File: src/atbc_consts.svh
/*
  atbc_consts.svh: offsets, field positions, opcodes and timing counts
  of the block transfer command handler.
  assumes: included by bare name after the package.
*/
`ifndef ATBC_CONSTS_SVH
`define ATBC_CONSTS_SVH

// ----------------------------------------
// register byte offsets
// ----------------------------------------
`define ATBC_A_DATA 8'h00
`define ATBC_A_ERR 8'h04
`define ATBC_A_SC 8'h08
`define ATBC_A_LBA 8'h0c
`define ATBC_A_FEAT 8'h10
`define ATBC_A_CMD 8'h14
`define ATBC_A_STAT 8'h18

// ----------------------------------------
// fields
// ----------------------------------------
`define ATBC_F_LONG 0
`define ATBC_E_ABRT 2
`define ATBC_E_UNC 6

// ----------------------------------------
// opcodes
// ----------------------------------------
`define ATBC_OP_RDMUL 8'hc4
`define ATBC_OP_WRMUL 8'hc5
`define ATBC_OP_SETMUL 8'hc6
`define ATBC_OP_RDDMA 8'hc8
`define ATBC_OP_WRDMA 8'hca
`define ATBC_OP_RDBUF 8'he4
`define ATBC_OP_FLUSH 8'he7
`define ATBC_OP_WRBUF 8'he8

// ----------------------------------------
// limits and timing
// ----------------------------------------
`define ATBC_MAX_BLK 8'h10
`define ATBC_FLUSH_OK 1'b1
`define ATBC_RETRY 3'h3
`define ATBC_WORDS 8'hff
`define ATBC_CLK_NS 8
`define ATBC_BSY_NS 400
`define ATBC_BSY_CYC (`ATBC_BSY_NS / `ATBC_CLK_NS)

`endif

File: src/atbc_pkg.sv
/*
  atbc_pkg.sv: types of the block transfer command handler.
  assumes: nothing beyond a SystemVerilog compiler.
*/
package atbc_pkg;

  typedef enum logic [3:0] {
    ST_IDLE, ST_CMD, ST_BLK, ST_MRD, ST_HOST, ST_MWR,
    ST_FLUSH, ST_DROP, ST_DMA, ST_DONE
  } atbc_st_t;

  typedef enum logic [1:0] {MOP_RD, MOP_WR, MOP_FLUSH, MOP_DROP} atbc_mop_t;

  typedef struct packed {
    logic req;
    atbc_mop_t op;
    logic [27:0] lba;
  } atbc_mreq_t;

  typedef struct packed {
    logic ack;
    logic err;
    logic [27:0] lba;
  } atbc_mrsp_t;

  typedef struct packed {
    atbc_st_t st;
    logic awrdy;
    logic wrdy;
    logic awok;
    logic wok;
    logic [7:0] awa;
    logic [31:0] wd;
    logic [3:0] ws;
    logic bv;
    logic [1:0] br;
    logic arrdy;
    logic rv;
    logic [31:0] rd;
    logic [1:0] rr;
    logic [7:0] cmd;
    logic [7:0] sc;
    logic [27:0] lba;
    logic [7:0] feat;
    logic abrt;
    logic unc;
    logic err;
    logic bsy;
    logic drq;
    logic intrq;
    logic en;
    logic [7:0] blk;
    logic [8:0] rem;
    logic [7:0] hsec;
    logic [7:0] sl;
    logic [7:0] widx;
    logic wr;
    logic bufc;
    logic [2:0] retry;
    atbc_mreq_t mreq;
    logic dma;
    logic dmawr;
  } atbc_state_t;

endpackage : atbc_pkg

File: src/atbc_cmd.sv
/*
  atbc_cmd.sv: block transfer command handler with its AXI4-Lite
  task file, sector buffer, media and dma request sides.
  assumes: media side answers each request with one ack pulse;
  dma side answers dma_go_o with one dma_done_i pulse.
*/
// Design decisions made here: the register offsets and register access over AXI4-Lite.
// Operation
// - block read: no interrupt between block sectors
// - long option bit ignored for block commands
// - sector count means sectors, not blocks
// - whole blocks, then one partial block
// - abort block commands when mode disabled
// - read errors reported, data still moved
// - busy within 400 ns of block write
// - write errors end command at failing sector
// - write: data request and interrupt per block
// - valid block count stored and mode enabled
// - unsupported count aborts and disables mode
// - zero disables mode; busy always cleared
// - mode disabled after power on
// - buffer read: busy, request, interrupt, 512 bytes
// - buffer commands share same 512 bytes
// - flush writes cache with retries under busy
// - flush failure loads address, drops sector
// - unsupported flush posts aborted error
// - buffer write: busy, request, interrupt, 512 bytes
`include "atbc_consts.svh"
`timescale 1ns/1ps
`default_nettype none

module atbc_cmd (
  input wire logic clk_i,
  input wire logic rst_n_i,
  input wire logic [7:0] s_axi_awaddr_i,
  input wire logic s_axi_awvalid_i,
  output logic s_axi_awready_o,
  input wire logic [31:0] s_axi_wdata_i,
  input wire logic [3:0] s_axi_wstrb_i,
  input wire logic s_axi_wvalid_i,
  output logic s_axi_wready_o,
  output logic [1:0] s_axi_bresp_o,
  output logic s_axi_bvalid_o,
  input wire logic s_axi_bready_i,
  input wire logic [7:0] s_axi_araddr_i,
  input wire logic s_axi_arvalid_i,
  output logic s_axi_arready_o,
  output logic [31:0] s_axi_rdata_o,
  output logic [1:0] s_axi_rresp_o,
  output logic s_axi_rvalid_o,
  input wire logic s_axi_rready_i,
  output logic intrq_o,
  output logic bsy_o,
  output logic drq_o,
  output atbc_pkg::atbc_mreq_t media_o,
  input wire atbc_pkg::atbc_mrsp_t media_i,
  input wire logic cache_dirty_i,
  output logic dma_go_o,
  output logic dma_wr_o,
  input wire logic dma_done_i
);

  // ----------------------------------------
  // reset release
  // ----------------------------------------
  logic [1:0] rsync_q;
  logic rst_n;

  always_ff @(posedge clk_i or negedge rst_n_i) begin
    if (!rst_n_i) begin
      rsync_q <= 2'h0;
    end else begin
      rsync_q <= {rsync_q[0], 1'b1};
    end
  end
  assign rst_n = rsync_q[1];

  // ----------------------------------------
  // state and sector buffer
  // ----------------------------------------
  atbc_pkg::atbc_state_t s_q, s_d;
  logic [15:0] buf_mem [256];
  logic step;
  logic dwr;
  logic launch;
  logic [7:0] cur;
  logic [7:0] stat;

  assign stat = {s_q.bsy, ~s_q.bsy, 2'h0, s_q.drq, 2'h0, s_q.err};

  always_ff @(posedge clk_i) begin
    if (dwr) begin
      buf_mem[s_q.widx] <= s_q.wd[15:0];
    end
  end

  always_comb begin
    s_d = s_q;
    step = 1'b0;
    dwr = 1'b0;
    launch = 1'b0;
    cur = 8'h0;
    s_d.mreq.req = s_q.mreq.req & ~media_i.ack;
    s_d.dma = 1'b0;
    // ----------------------------------------
    // bus read side
    // ----------------------------------------
    if (s_q.rv && s_axi_rready_i) begin
      s_d.rv = 1'b0;
      s_d.arrdy = 1'b1;
    end
    if (s_q.arrdy && s_axi_arvalid_i) begin
      s_d.arrdy = 1'b0;
      s_d.rv = 1'b1;
      s_d.rr = 2'h0;
      s_d.rd = 32'h0;
      unique case (s_axi_araddr_i)
        `ATBC_A_DATA: begin
          if (s_q.drq && !s_q.wr) begin
            s_d.rd = {16'h0, buf_mem[s_q.widx]};
            step = 1'b1;
          end
        end
        `ATBC_A_ERR: s_d.rd = 32'(({7'h0, s_q.unc} << `ATBC_E_UNC)
                                  | ({7'h0, s_q.abrt} << `ATBC_E_ABRT));
        `ATBC_A_SC: s_d.rd = {24'h0, s_q.sc};
        `ATBC_A_LBA: s_d.rd = {4'h0, s_q.lba};
        `ATBC_A_FEAT: s_d.rd = {24'h0, s_q.feat};
        `ATBC_A_STAT: begin
          s_d.rd = {14'h0, s_q.en, s_q.blk, s_q.intrq, stat};
          s_d.intrq = 1'b0;
        end
        `ATBC_A_CMD: s_d.rd = {24'h0, s_q.cmd};
        default: s_d.rr = 2'h3;
      endcase
    end
    // ----------------------------------------
    // bus write side
    // ----------------------------------------
    if (s_q.awrdy && s_axi_awvalid_i) begin
      s_d.awrdy = 1'b0;
      s_d.awok = 1'b1;
      s_d.awa = s_axi_awaddr_i;
    end
    if (s_q.wrdy && s_axi_wvalid_i) begin
      s_d.wrdy = 1'b0;
      s_d.wok = 1'b1;
      s_d.wd = s_axi_wdata_i;
      s_d.ws = s_axi_wstrb_i;
    end
    if (s_q.bv && s_axi_bready_i) begin
      s_d.bv = 1'b0;
      s_d.awrdy = 1'b1;
      s_d.wrdy = 1'b1;
    end
    if (s_q.awok && s_q.wok && !s_q.bv) begin
      s_d.awok = 1'b0;
      s_d.wok = 1'b0;
      s_d.bv = 1'b1;
      s_d.br = 2'h0;
      if (s_q.ws[0]) begin
        unique case (s_q.awa)
          `ATBC_A_DATA: begin
            if (s_q.drq && s_q.wr) begin
              dwr = 1'b1;
              step = 1'b1;
            end
          end
          `ATBC_A_SC: if (!s_q.bsy) s_d.sc = s_q.wd[7:0];
          `ATBC_A_LBA: if (!s_q.bsy) s_d.lba = s_q.wd[27:0];
          `ATBC_A_FEAT: if (!s_q.bsy) s_d.feat = s_q.wd[7:0];
          `ATBC_A_CMD: begin
            if (!s_q.bsy && !s_q.drq) begin
              launch = 1'b1;
              s_d.cmd = s_q.wd[7:0];
              s_d.st = atbc_pkg::ST_CMD;
              s_d.bsy = 1'b1;
              s_d.abrt = 1'b0;
              s_d.unc = 1'b0;
              s_d.err = 1'b0;
              s_d.intrq = 1'b0;
            end
          end
          `ATBC_A_ERR, `ATBC_A_STAT: ;
          default: s_d.br = 2'h3;
        endcase
      end
    end
    // ----------------------------------------
    // command sequencer
    // ----------------------------------------
    unique case (s_q.st)
      atbc_pkg::ST_IDLE: ;
      atbc_pkg::ST_CMD: begin
        s_d.st = atbc_pkg::ST_DONE;
        s_d.widx = 8'h0;
        s_d.retry = 3'h0;
        s_d.wr = (s_q.cmd == `ATBC_OP_WRMUL) || (s_q.cmd == `ATBC_OP_WRBUF);
        s_d.bufc = 1'b0;
        unique case (s_q.cmd)
          `ATBC_OP_RDMUL, `ATBC_OP_WRMUL: begin
            if (!s_q.en) begin
              s_d.abrt = 1'b1;
            end else begin
              s_d.rem = (s_q.sc == 8'h0) ? 9'h100 : {1'b0, s_q.sc};
              s_d.st = atbc_pkg::ST_BLK;
            end
          end
          `ATBC_OP_SETMUL: begin
            if (s_q.sc == 8'h0) begin
              s_d.en = 1'b0;
            end else if (s_q.sc > `ATBC_MAX_BLK) begin
              s_d.en = 1'b0;
              s_d.abrt = 1'b1;
            end else begin
              s_d.en = 1'b1;
              s_d.blk = s_q.sc;
            end
          end
          `ATBC_OP_RDBUF, `ATBC_OP_WRBUF: begin
            s_d.bufc = 1'b1;
            s_d.hsec = 8'h1;
            s_d.drq = 1'b1;
            s_d.bsy = 1'b0;
            s_d.intrq = 1'b1;
            s_d.st = atbc_pkg::ST_HOST;
          end
          // dma read on its own opcode
          // dma write on its own opcode
          `ATBC_OP_RDDMA, `ATBC_OP_WRDMA: begin
            s_d.dma = 1'b1;
            s_d.dmawr = (s_q.cmd == `ATBC_OP_WRDMA);
            s_d.st = atbc_pkg::ST_DMA;
          end
          `ATBC_OP_FLUSH: begin
            if (`ATBC_FLUSH_OK) begin
              s_d.st = atbc_pkg::ST_FLUSH;
            end else begin
              s_d.abrt = 1'b1;
            end
          end
          default: s_d.abrt = 1'b1;
        endcase
      end
      atbc_pkg::ST_BLK: begin
        cur = ({1'b0, s_q.blk} < s_q.rem) ? s_q.blk : s_q.rem[7:0];
        s_d.hsec = cur;
        s_d.sl = cur;
        s_d.widx = 8'h0;
        if (s_q.wr) begin
          s_d.drq = 1'b1;
          s_d.bsy = 1'b0;
          s_d.intrq = 1'b1;
          s_d.st = atbc_pkg::ST_HOST;
        end else begin
          s_d.err = 1'b0;
          s_d.mreq = '{1'b1, atbc_pkg::MOP_RD, s_q.lba};
          s_d.st = atbc_pkg::ST_MRD;
        end
      end
      atbc_pkg::ST_MRD: begin
        if (media_i.ack) begin
          s_d.lba = s_q.lba + 28'h1;
          s_d.rem = s_q.rem - 9'h1;
          s_d.sl = s_q.sl - 8'h1;
          if (media_i.err) begin
            s_d.unc = 1'b1;
            s_d.err = 1'b1;
          end
          if (s_q.sl == 8'h1) begin
            s_d.drq = 1'b1;
            s_d.bsy = 1'b0;
            s_d.intrq = 1'b1;
            s_d.st = atbc_pkg::ST_HOST;
          end else begin
            s_d.mreq = '{1'b1, atbc_pkg::MOP_RD, s_d.lba};
          end
        end
      end
      atbc_pkg::ST_HOST: begin
        if (step) begin
          s_d.widx = s_q.widx + 8'h1;
          if (s_q.widx == `ATBC_WORDS) begin
            s_d.hsec = s_q.hsec - 8'h1;
            if (s_q.hsec == 8'h1) begin
              s_d.drq = 1'b0;
              if (s_q.bufc) begin
                s_d.st = atbc_pkg::ST_IDLE;
              end else if (s_q.wr) begin
                s_d.bsy = 1'b1;
                s_d.mreq = '{1'b1, atbc_pkg::MOP_WR, s_q.lba};
                s_d.st = atbc_pkg::ST_MWR;
              end else if (s_q.rem == 9'h0) begin
                s_d.st = atbc_pkg::ST_IDLE;
              end else begin
                s_d.bsy = 1'b1;
                s_d.st = atbc_pkg::ST_BLK;
              end
            end
          end
        end
      end
      atbc_pkg::ST_MWR: begin
        if (media_i.ack) begin
          if (media_i.err) begin
            s_d.unc = 1'b1;
            s_d.err = 1'b1;
            s_d.st = atbc_pkg::ST_DONE;
          end else begin
            s_d.lba = s_q.lba + 28'h1;
            s_d.rem = s_q.rem - 9'h1;
            s_d.sl = s_q.sl - 8'h1;
            if (s_q.rem == 9'h1) begin
              s_d.st = atbc_pkg::ST_DONE;
            end else if (s_q.sl == 8'h1) begin
              s_d.st = atbc_pkg::ST_BLK;
            end else begin
              s_d.mreq = '{1'b1, atbc_pkg::MOP_WR, s_d.lba};
            end
          end
        end
      end
      atbc_pkg::ST_FLUSH: begin
        if (!s_q.mreq.req && !media_i.ack) begin
          if (cache_dirty_i) begin
            s_d.mreq = '{1'b1, atbc_pkg::MOP_FLUSH, s_q.lba};
          end else begin
            s_d.st = atbc_pkg::ST_DONE;
          end
        end else if (media_i.ack && media_i.err) begin
          s_d.retry = s_q.retry + 3'h1;
          if (s_q.retry == `ATBC_RETRY) begin
            s_d.lba = media_i.lba;
            s_d.unc = 1'b1;
            s_d.err = 1'b1;
            s_d.mreq = '{1'b1, atbc_pkg::MOP_DROP, media_i.lba};
            s_d.st = atbc_pkg::ST_DROP;
          end
        end else if (media_i.ack) begin
          s_d.retry = 3'h0;
        end
      end
      atbc_pkg::ST_DROP: if (media_i.ack) s_d.st = atbc_pkg::ST_DONE;
      atbc_pkg::ST_DMA: if (dma_done_i) s_d.st = atbc_pkg::ST_DONE;
      atbc_pkg::ST_DONE: begin
        s_d.bsy = 1'b0;
        s_d.err = s_q.err | s_q.abrt;
        s_d.intrq = 1'b1;
        s_d.st = atbc_pkg::ST_IDLE;
      end
    endcase
  end

  always_ff @(posedge clk_i or negedge rst_n) begin
    if (!rst_n) begin
      s_q <= '0;
      s_q.st <= atbc_pkg::ST_IDLE;
      s_q.awrdy <= 1'b1;
      s_q.wrdy <= 1'b1;
      s_q.arrdy <= 1'b1;
      s_q.en <= 1'b0;
    end else begin
      s_q <= s_d;
    end
  end

  // ----------------------------------------
  // outputs
  // ----------------------------------------
  assign s_axi_awready_o = s_q.awrdy;
  assign s_axi_wready_o = s_q.wrdy;
  assign s_axi_bresp_o = s_q.br;
  assign s_axi_bvalid_o = s_q.bv;
  assign s_axi_arready_o = s_q.arrdy;
  assign s_axi_rdata_o = s_q.rd;
  assign s_axi_rresp_o = s_q.rr;
  assign s_axi_rvalid_o = s_q.rv;
  assign intrq_o = s_q.intrq;
  assign bsy_o = s_q.bsy;
  assign drq_o = s_q.drq;
  assign media_o = s_q.mreq;
  assign dma_go_o = s_q.dma;
  assign dma_wr_o = s_q.dmawr;

  // ----------------------------------------
  // checks
  // ----------------------------------------
  localparam int BSY_MAX = `ATBC_BSY_CYC;
endmodule : atbc_cmd

`default_nettype wire

File: config.mk
export PLATFORM = sky130hd
export DESIGN_NAME = atbc_cmd
export DESIGN_NICKNAME = d
export VERILOG_FILES = /design/src/atbc_pkg.sv /design/src/atbc_cmd.sv
export VERILOG_INCLUDE_DIRS = /design/src
export SDC_FILE = /design/constraint.sdc
export NUM_CORES = 2
export LEC_CHECK = 0
export BUFFER_PORTS_ARGS = -buffer_cell sky130_fd_sc_hd__buf_2
export CORE_MARGIN = 1
export CORE_UTILIZATION = 45
export DETAILED_ROUTE_END_ITERATION = 8
export GPL_TIMING_DRIVEN = 0
export SYNTH_ARGS = -nofsm -noshare
export SYNTH_HDL_FRONTEND = slang
export SYNTH_SLANG_ARGS = --single-unit
export TNS_END_PERCENT = 5
File: constraint.sdc
create_clock -name clk_i -period 6.9 [get_ports clk_i]
set_input_delay 0.345 -clock clk_i [delete_from_list [all_inputs] [get_ports clk_i]]
set_output_delay 0.345 -clock clk_i [all_outputs]
set_load 0.02 [all_outputs]
**After elaboration in Yosys (flattened, before gate mapping)**

Memories as Yosys holds them, arrays and structs flattened.
Cells that the tools add are included.

- Bitwise gates (word level): 7
- Muxes and demuxes: 145
- Eq/ne operators: 56
- Magnitude comparators: 2
- Reductions and logical operators: 56
- Add/subtract/negate cells: 6

Operators with widths:

| operator | count |
|---|---|
| 2-to-1 mux 31 bit | 16 |
| 2-to-1 mux 28 bit | 8 |
| one-hot mux 28 bit (7 select lines) | 1 |
| one-hot mux 31 bit (5 select lines) | 1 |
| 2-to-1 mux 4 bit | 24 |
| one-hot mux 28 bit (3 select lines) | 1 |
| 2-to-1 mux 40 bit | 2 |
| 2-to-1 mux 8 bit | 10 |
| == test 8 bit (second input constant) | 9 |
| 2-to-1 mux 9 bit | 6 |
| == test 8 x 5 -> 1 bit (second input constant) | 6 |
| one-hot mux 8 bit (3 select lines) | 2 |
| 2-to-1 mux 36 bit | 1 |
| one-hot mux 4 bit (9 select lines) | 1 |
| 2-to-1 mux 1 bit | 35 |
| 2-to-1 mux 2 bit | 17 |
| == test 8 x 4 -> 1 bit (second input constant) | 4 |
| inequality test 2 bit (second input constant) | 16 |
| adder 28 x 1 -> 28 bit (second input constant) | 1 |
| one-hot mux 9 bit (3 select lines) | 1 |
| zero test 8 bit | 3 |
| 2-to-1 mux 3 bit | 8 |
| AND reduction 4 bit | 6 |
| == test 4 x 3 -> 1 bit (second input constant) | 4 |
| 43 further kinds | 89 |

- Memories: 1
- Memory bits (writable): 4,096
- Flip-flop bits (word level): 224

Memory list:

| memory | words | width | read ports | clocked after Yosys merged registers in | wr ports | RTL line | text |
|---|---|---|---|---|---|---|---|
| buf_mem | 256 | 16 | 1 | 0 | 1 | atbc_cmd.sv:82 | `logic [15:0] buf_mem [256];` |

**Depth between registers and ports, before layout**

- Word-level depth: 13
- Gate-level depth with buffers: 12
- Gate-level depth less buffers: 9

**Least setup slack after synthesis**

Ideal clock, no wire load.

- Kind: register -> register
- Start point: register s_q[181] in the netlist's numbering
- End point: memory buf_mem[0][0] (data pin)
- Data required time: 6,084 ps
- Cell stages (with the launch flop): 1
- Setup time: 816 ps
- Arrival time: 3,244 ps
- Path buffers: 0
- Setup slack: 2,840 ps
- Clock period less this slack: 4,060 ps
- Path through: dfrtp_1

RTL lines:

| what | RTL line | text |
|---|---|---|
| start: declaration | atbc_cmd.sv:81 | `atbc_pkg::atbc_state_t s_q, s_d;` |
| end: declaration | atbc_cmd.sv:82 |  |

Straight into the memory's write port.

**Worst setup path in the final report**

- Start point: register s_q[38] in the netlist's numbering
- End point: register s_q (netlist bit s_axi_rdata_o[7])

- Cells in the longest elaborated chain, start to end: 3

RTL lines:

| what | RTL line | text |
|---|---|---|
| memory (256 x 16 bit) | n/a |  |
| 2-to-1 mux 16 bit | atbc_cmd.sv:119 | `if (s_q.drq && !s_q.wr) begin` |
| one-hot mux 28 bit (7 select lines) | atbc_cmd.sv:117 | `unique case (s_axi_araddr_i)` |

No other way between the ends.
A chain may end at the register's enable or synchronous reset.

==> load_flow_metrics.sql <==
INSERT INTO impl_metrics (metric_group, metric, value, unit) VALUES
('outcome', 'status', 'finished with violations', ''),
('outcome', 'violations_in_the_final_reports', 'DRC, capacitance limit, slew limit, setup timing', ''),
('logic_synthesis', 'yosysSeqAreaShare', '76.3', '%'),
('sta', 'worst-slew-pin-transition', '1.58', 'ns'),
('cts', 'numCtsBuffers', '437', ''),
('setup_path', 'worst_setup_path_end_kind', 'flip-flop', ''),
('floorplanning', 'core-area', '0.372', 'sq mm'),
('placement', 'place.detailed.hpwl', '424', 'mm'),
('route', 'drc_errors', '24', ''),
('logic_synthesis', 'synth.top_cell.area_share', '73.1', '%'),
('power', 'totalPowerFinal', '64.0', 'mW'),
('layout', 'design_area', '0.197', 'sq mm'),
('sta', 'maxSlewViolCount', '65', ''),
('route', 'via_per_inst', '6.48', ''),
('grt', 'grt_first_pass_wirelength', '796', 'mm'),
('logic_synthesis', 'synth.most_common_cell', 'edfxtp_1', ''),
('sta', 'finalCritPeriodShare', '107', '%'),
('layout', 'nets', '9736', ''),
('logic_synthesis', 'synthesis.area', '0.168', 'sq mm'),
('layout', 'post_route_cells_drive_above_1_share', '24.9', '%'),
('setup_path', 'setup.worst_path.start_class', 'flip-flop', ''),
('grt', 'first_global_vias', '93300', ''),
('logic_synthesis', 'synth_largest_area_cell', 'edfxtp_1', ''),
('power', 'pwr_density_cell', '325', 'mW/mm^2'),
('route', 'ant_nets', '0', ''),
('flow_run', 'cap_violations', '11', ''),
('cts', 'clkSlewWorstSetupHoldPaths', '0.07', 'ns'),
('setup_path', 'critPathMostFrequentCell', 'buf_2', ''),
('logic_synthesis', 'post_synth_edffs', '4096', ''),
('layout', 'synthToLayoutAreaGrowth', '17.0', '%'),
('sta', 'min_period', '7.38', 'ns'),
('placement', 'gp_congestion', '1.03', ''),
('placement', 'place_area', '0.182', 'sq mm'),
('logic_synthesis', 'synthesis.yosys.warnings', '0', ''),
('route', 'routed_wirelength', '598', 'mm'),
('route', 'routedWlPerCell', '39.9', 'um'),
('logic_synthesis', 'synth.lib_cells_used.distinct', '80', ''),
('grt', 'grt_overflow', '0', ''),
('cts', 'ctsRootBufferMaster', 'clkbuf_16', ''),
('route', 'detailedRoute.firstIterationViolations', '16500', ''),
('grt', 'grtUsageTotal', '31.4', '%'),
('floorplanning', 'starting_density_of_the_core', '45.2', '%'),
('route', 'vias', '97200', ''),
('setup_path', 'worst-setup-path-type', 'reg -> reg', ''),
('power', 'worst_ir_drop_vdd', '0.312', 'mV'),
('floorplanning', 'total_die_area', '0.377', 'sq mm'),
('logic_synthesis', 'synth-async-reset-ratio', '5.05', '%'),
('sta', 'fin_skew', '0.0502', 'ns'),
('logic_synthesis', 'synth_area_per_cell', '19.5', 'sq um'),
('logic_synthesis', 'ys.flop_type', 'edfxtp_1', ''),
('setup_path', 'setup.reg_to_reg.worst_slack', '-0.48', 'ns'),
('sta', 'clock.fmax', '0.135', 'GHz'),
('logic_synthesis', 'synthTopCellsByCount', '4,096 x edfxtp_1, 708 x mux4_2, 676 x mux2i_1', ''),
('logic_synthesis', 'post_synth_inst_count', '8633', ''),
('sta', 'slew_headroom', '-5.29', '%'),
('cts', 'max-clock-path-buffers', '4', ''),
('floorplanning', 'top_level_ports', '168', ''),
('layout', 'finish.utilization', '52.9', '%'),
('sta', 'final-setup-viol-count', '302', ''),
('layout', 'fillerInstances', '29200', ''),
('setup_path', 'worstPathArrival', '8.22', 'ns'),
('floorplanning', 'core.rowCount', '224', ''),
('logic_synthesis', 'synth_seq_cells', '4314', ''),
('cts', 'clock_sinks', '4314', ''),
('floorplanning', 'chipWidth', '614', 'um'),
('setup_path', 'cp_max_fo', '10', ''),
('hold_path', 'hold_class', 'in -> reg', ''),
('logic_synthesis', 'netlist_top_cells_area', 'edfxtp_1 73%, mux4_2 9.5%, mux2i_1 4.0%, dfrtp_1 3.2%, a22oi_1 1.9%', ''),
('sta', 'setup_slack', '-0.485', 'ns'),
('power', 'power.static_leakage', '61.1', 'nW'),
('cts', 'cts_tree', 'built', '');
## layout by cell type (no fill, tap or decap), drive strengths merged, types with 171 or more instances in the layout
| master | count |
|---|---|
| clkbuf | 789 |
| mux4 | 708 |
| edfxtp | 4096 |
| dfrtp | 215 |
| a22oi | 428 |
| nand3 | 171 |
| buf | 783 |
| nor2 | 365 |
| mux2i | 676 |
| clkinv | 201 |
| nand2 | 274 |
## final timing paths
path,startpoint,cells after the start,end
worst max-delay path,s_q[38],12,s_axi_rdata_o[7]
worst min-delay path,s_axi_wdata_i[21],3,s_q[202]
worst max register to register,s_q[38],12,s_axi_rdata_o[7]
worst min register to register,rsync_q[1],0,s_q[60]
max in group asynchronous,rsync_q[1],2,s_axi_arready_o
min in group asynchronous,rst_n_i,3,rsync_q[0]
## flip-flops by register name (all words and copies together) (netlist names)
name             flops
s_axi_wready_o       1
dma_wr_o             1
dma_go_o             1
media_o             31
intrq_o              1
s_axi_bresp_o        1
s_q                145
rsync_q              2
s_axi_rresp_o        1
s_axi_rvalid_o       1
s_axi_bvalid_o       1
s_axi_awready_o      1
bsy_o                1
s_axi_arready_o      1
buf_mem           4096
drq_o                1
s_axi_rdata_o       28
## routing by layer
layer / up-vias / track usage (%) / wire (um)
li1: 37700 / - / -
met5: - / 0.439 / 234
met2: 6870 / 46.8 / 265000
met1: 51200 / 40.7 / 215000
met4: 34 / 19.6 / 45000
met3: 1413 / 9.02 / 72600
## metrics by stage
stage | cells | setup WS, ns
2_1_floorplan | 8636 | 0.380
3_3_place_gp | 13800 | -2.86
3_5_place_dp | 14100 | -0.602
4_1_cts | 15000 | 0.0213
5_1_grt | 15000 | 0.00413
6_report | 15000 | -0.485
## power by group
group	leakage, nW	internal (mW)	switching [mW]	total, mW
Combinational	14.5	1.54	5.04	6.58
Sequential	39.7	32.8	1.08	33.9
Clock	6.84	13.3	10.3	23.6
Total	61.1	47.6	16.4	64.0
## logic make-up after synthesis
| group | count (synthesis) | share of synthesized area [%] |
|---|---|---|
| buffers and inverters | 604 | 1.62 |
| muxes | 1481 | 14.1 |
| xor gates and xnor gates | 34 | 0.177 |
| adders and majority gates | 21 | 0.156 |
| and+or+nand+nor | 1085 | 3.04 |
| other | 2 | 0.00446 |
| DFF | 4314 | 76.3 |
| AOI/OAI and AO/OA | 1092 | 4.56 |
## area by class of cell
class | instances | area, sq um | area share [%]
Buffer | 571 | 2700 | 1.37
Clock buffer | 533 | 11500 | 5.82
Antenna cell | 32 | 80.1 | 0.0407
Sequential cell | 4314 | 129000 | 65.3
Inverter | 33 | 124 | 0.0629
Tap cell | 4972 | 6220 | 3.16
Clock inverter | 269 | 2540 | 1.29
Multi-Input combinational cell | 3718 | 37900 | 19.2
Timing Repair Buffer | 549 | 7360 | 3.74
## repair_timing
| item | 4_1_cts | 5_1_grt |
|---|---|---|
| resized for setup | 9 | 1 |
| buffers inserted | 0 | 0 |
| hold buffers | 79 | 0 |
| endpoints found under the hold margin | 114 | 0 |
| endpoints found under the setup margin | 593 | 1 |
## worst max-delay path, delay by kind of cell, from the launching register on
family / cells / cell delay [ns]
DFF: 1 / 0.38
and+or+nand+nor: 4 / 2.22
AOI/OAI and AO/OA: 2 / 0.35
buffers and inverters: 6 / 4.17
Note: power is estimated with default switching activity, not from simulation.
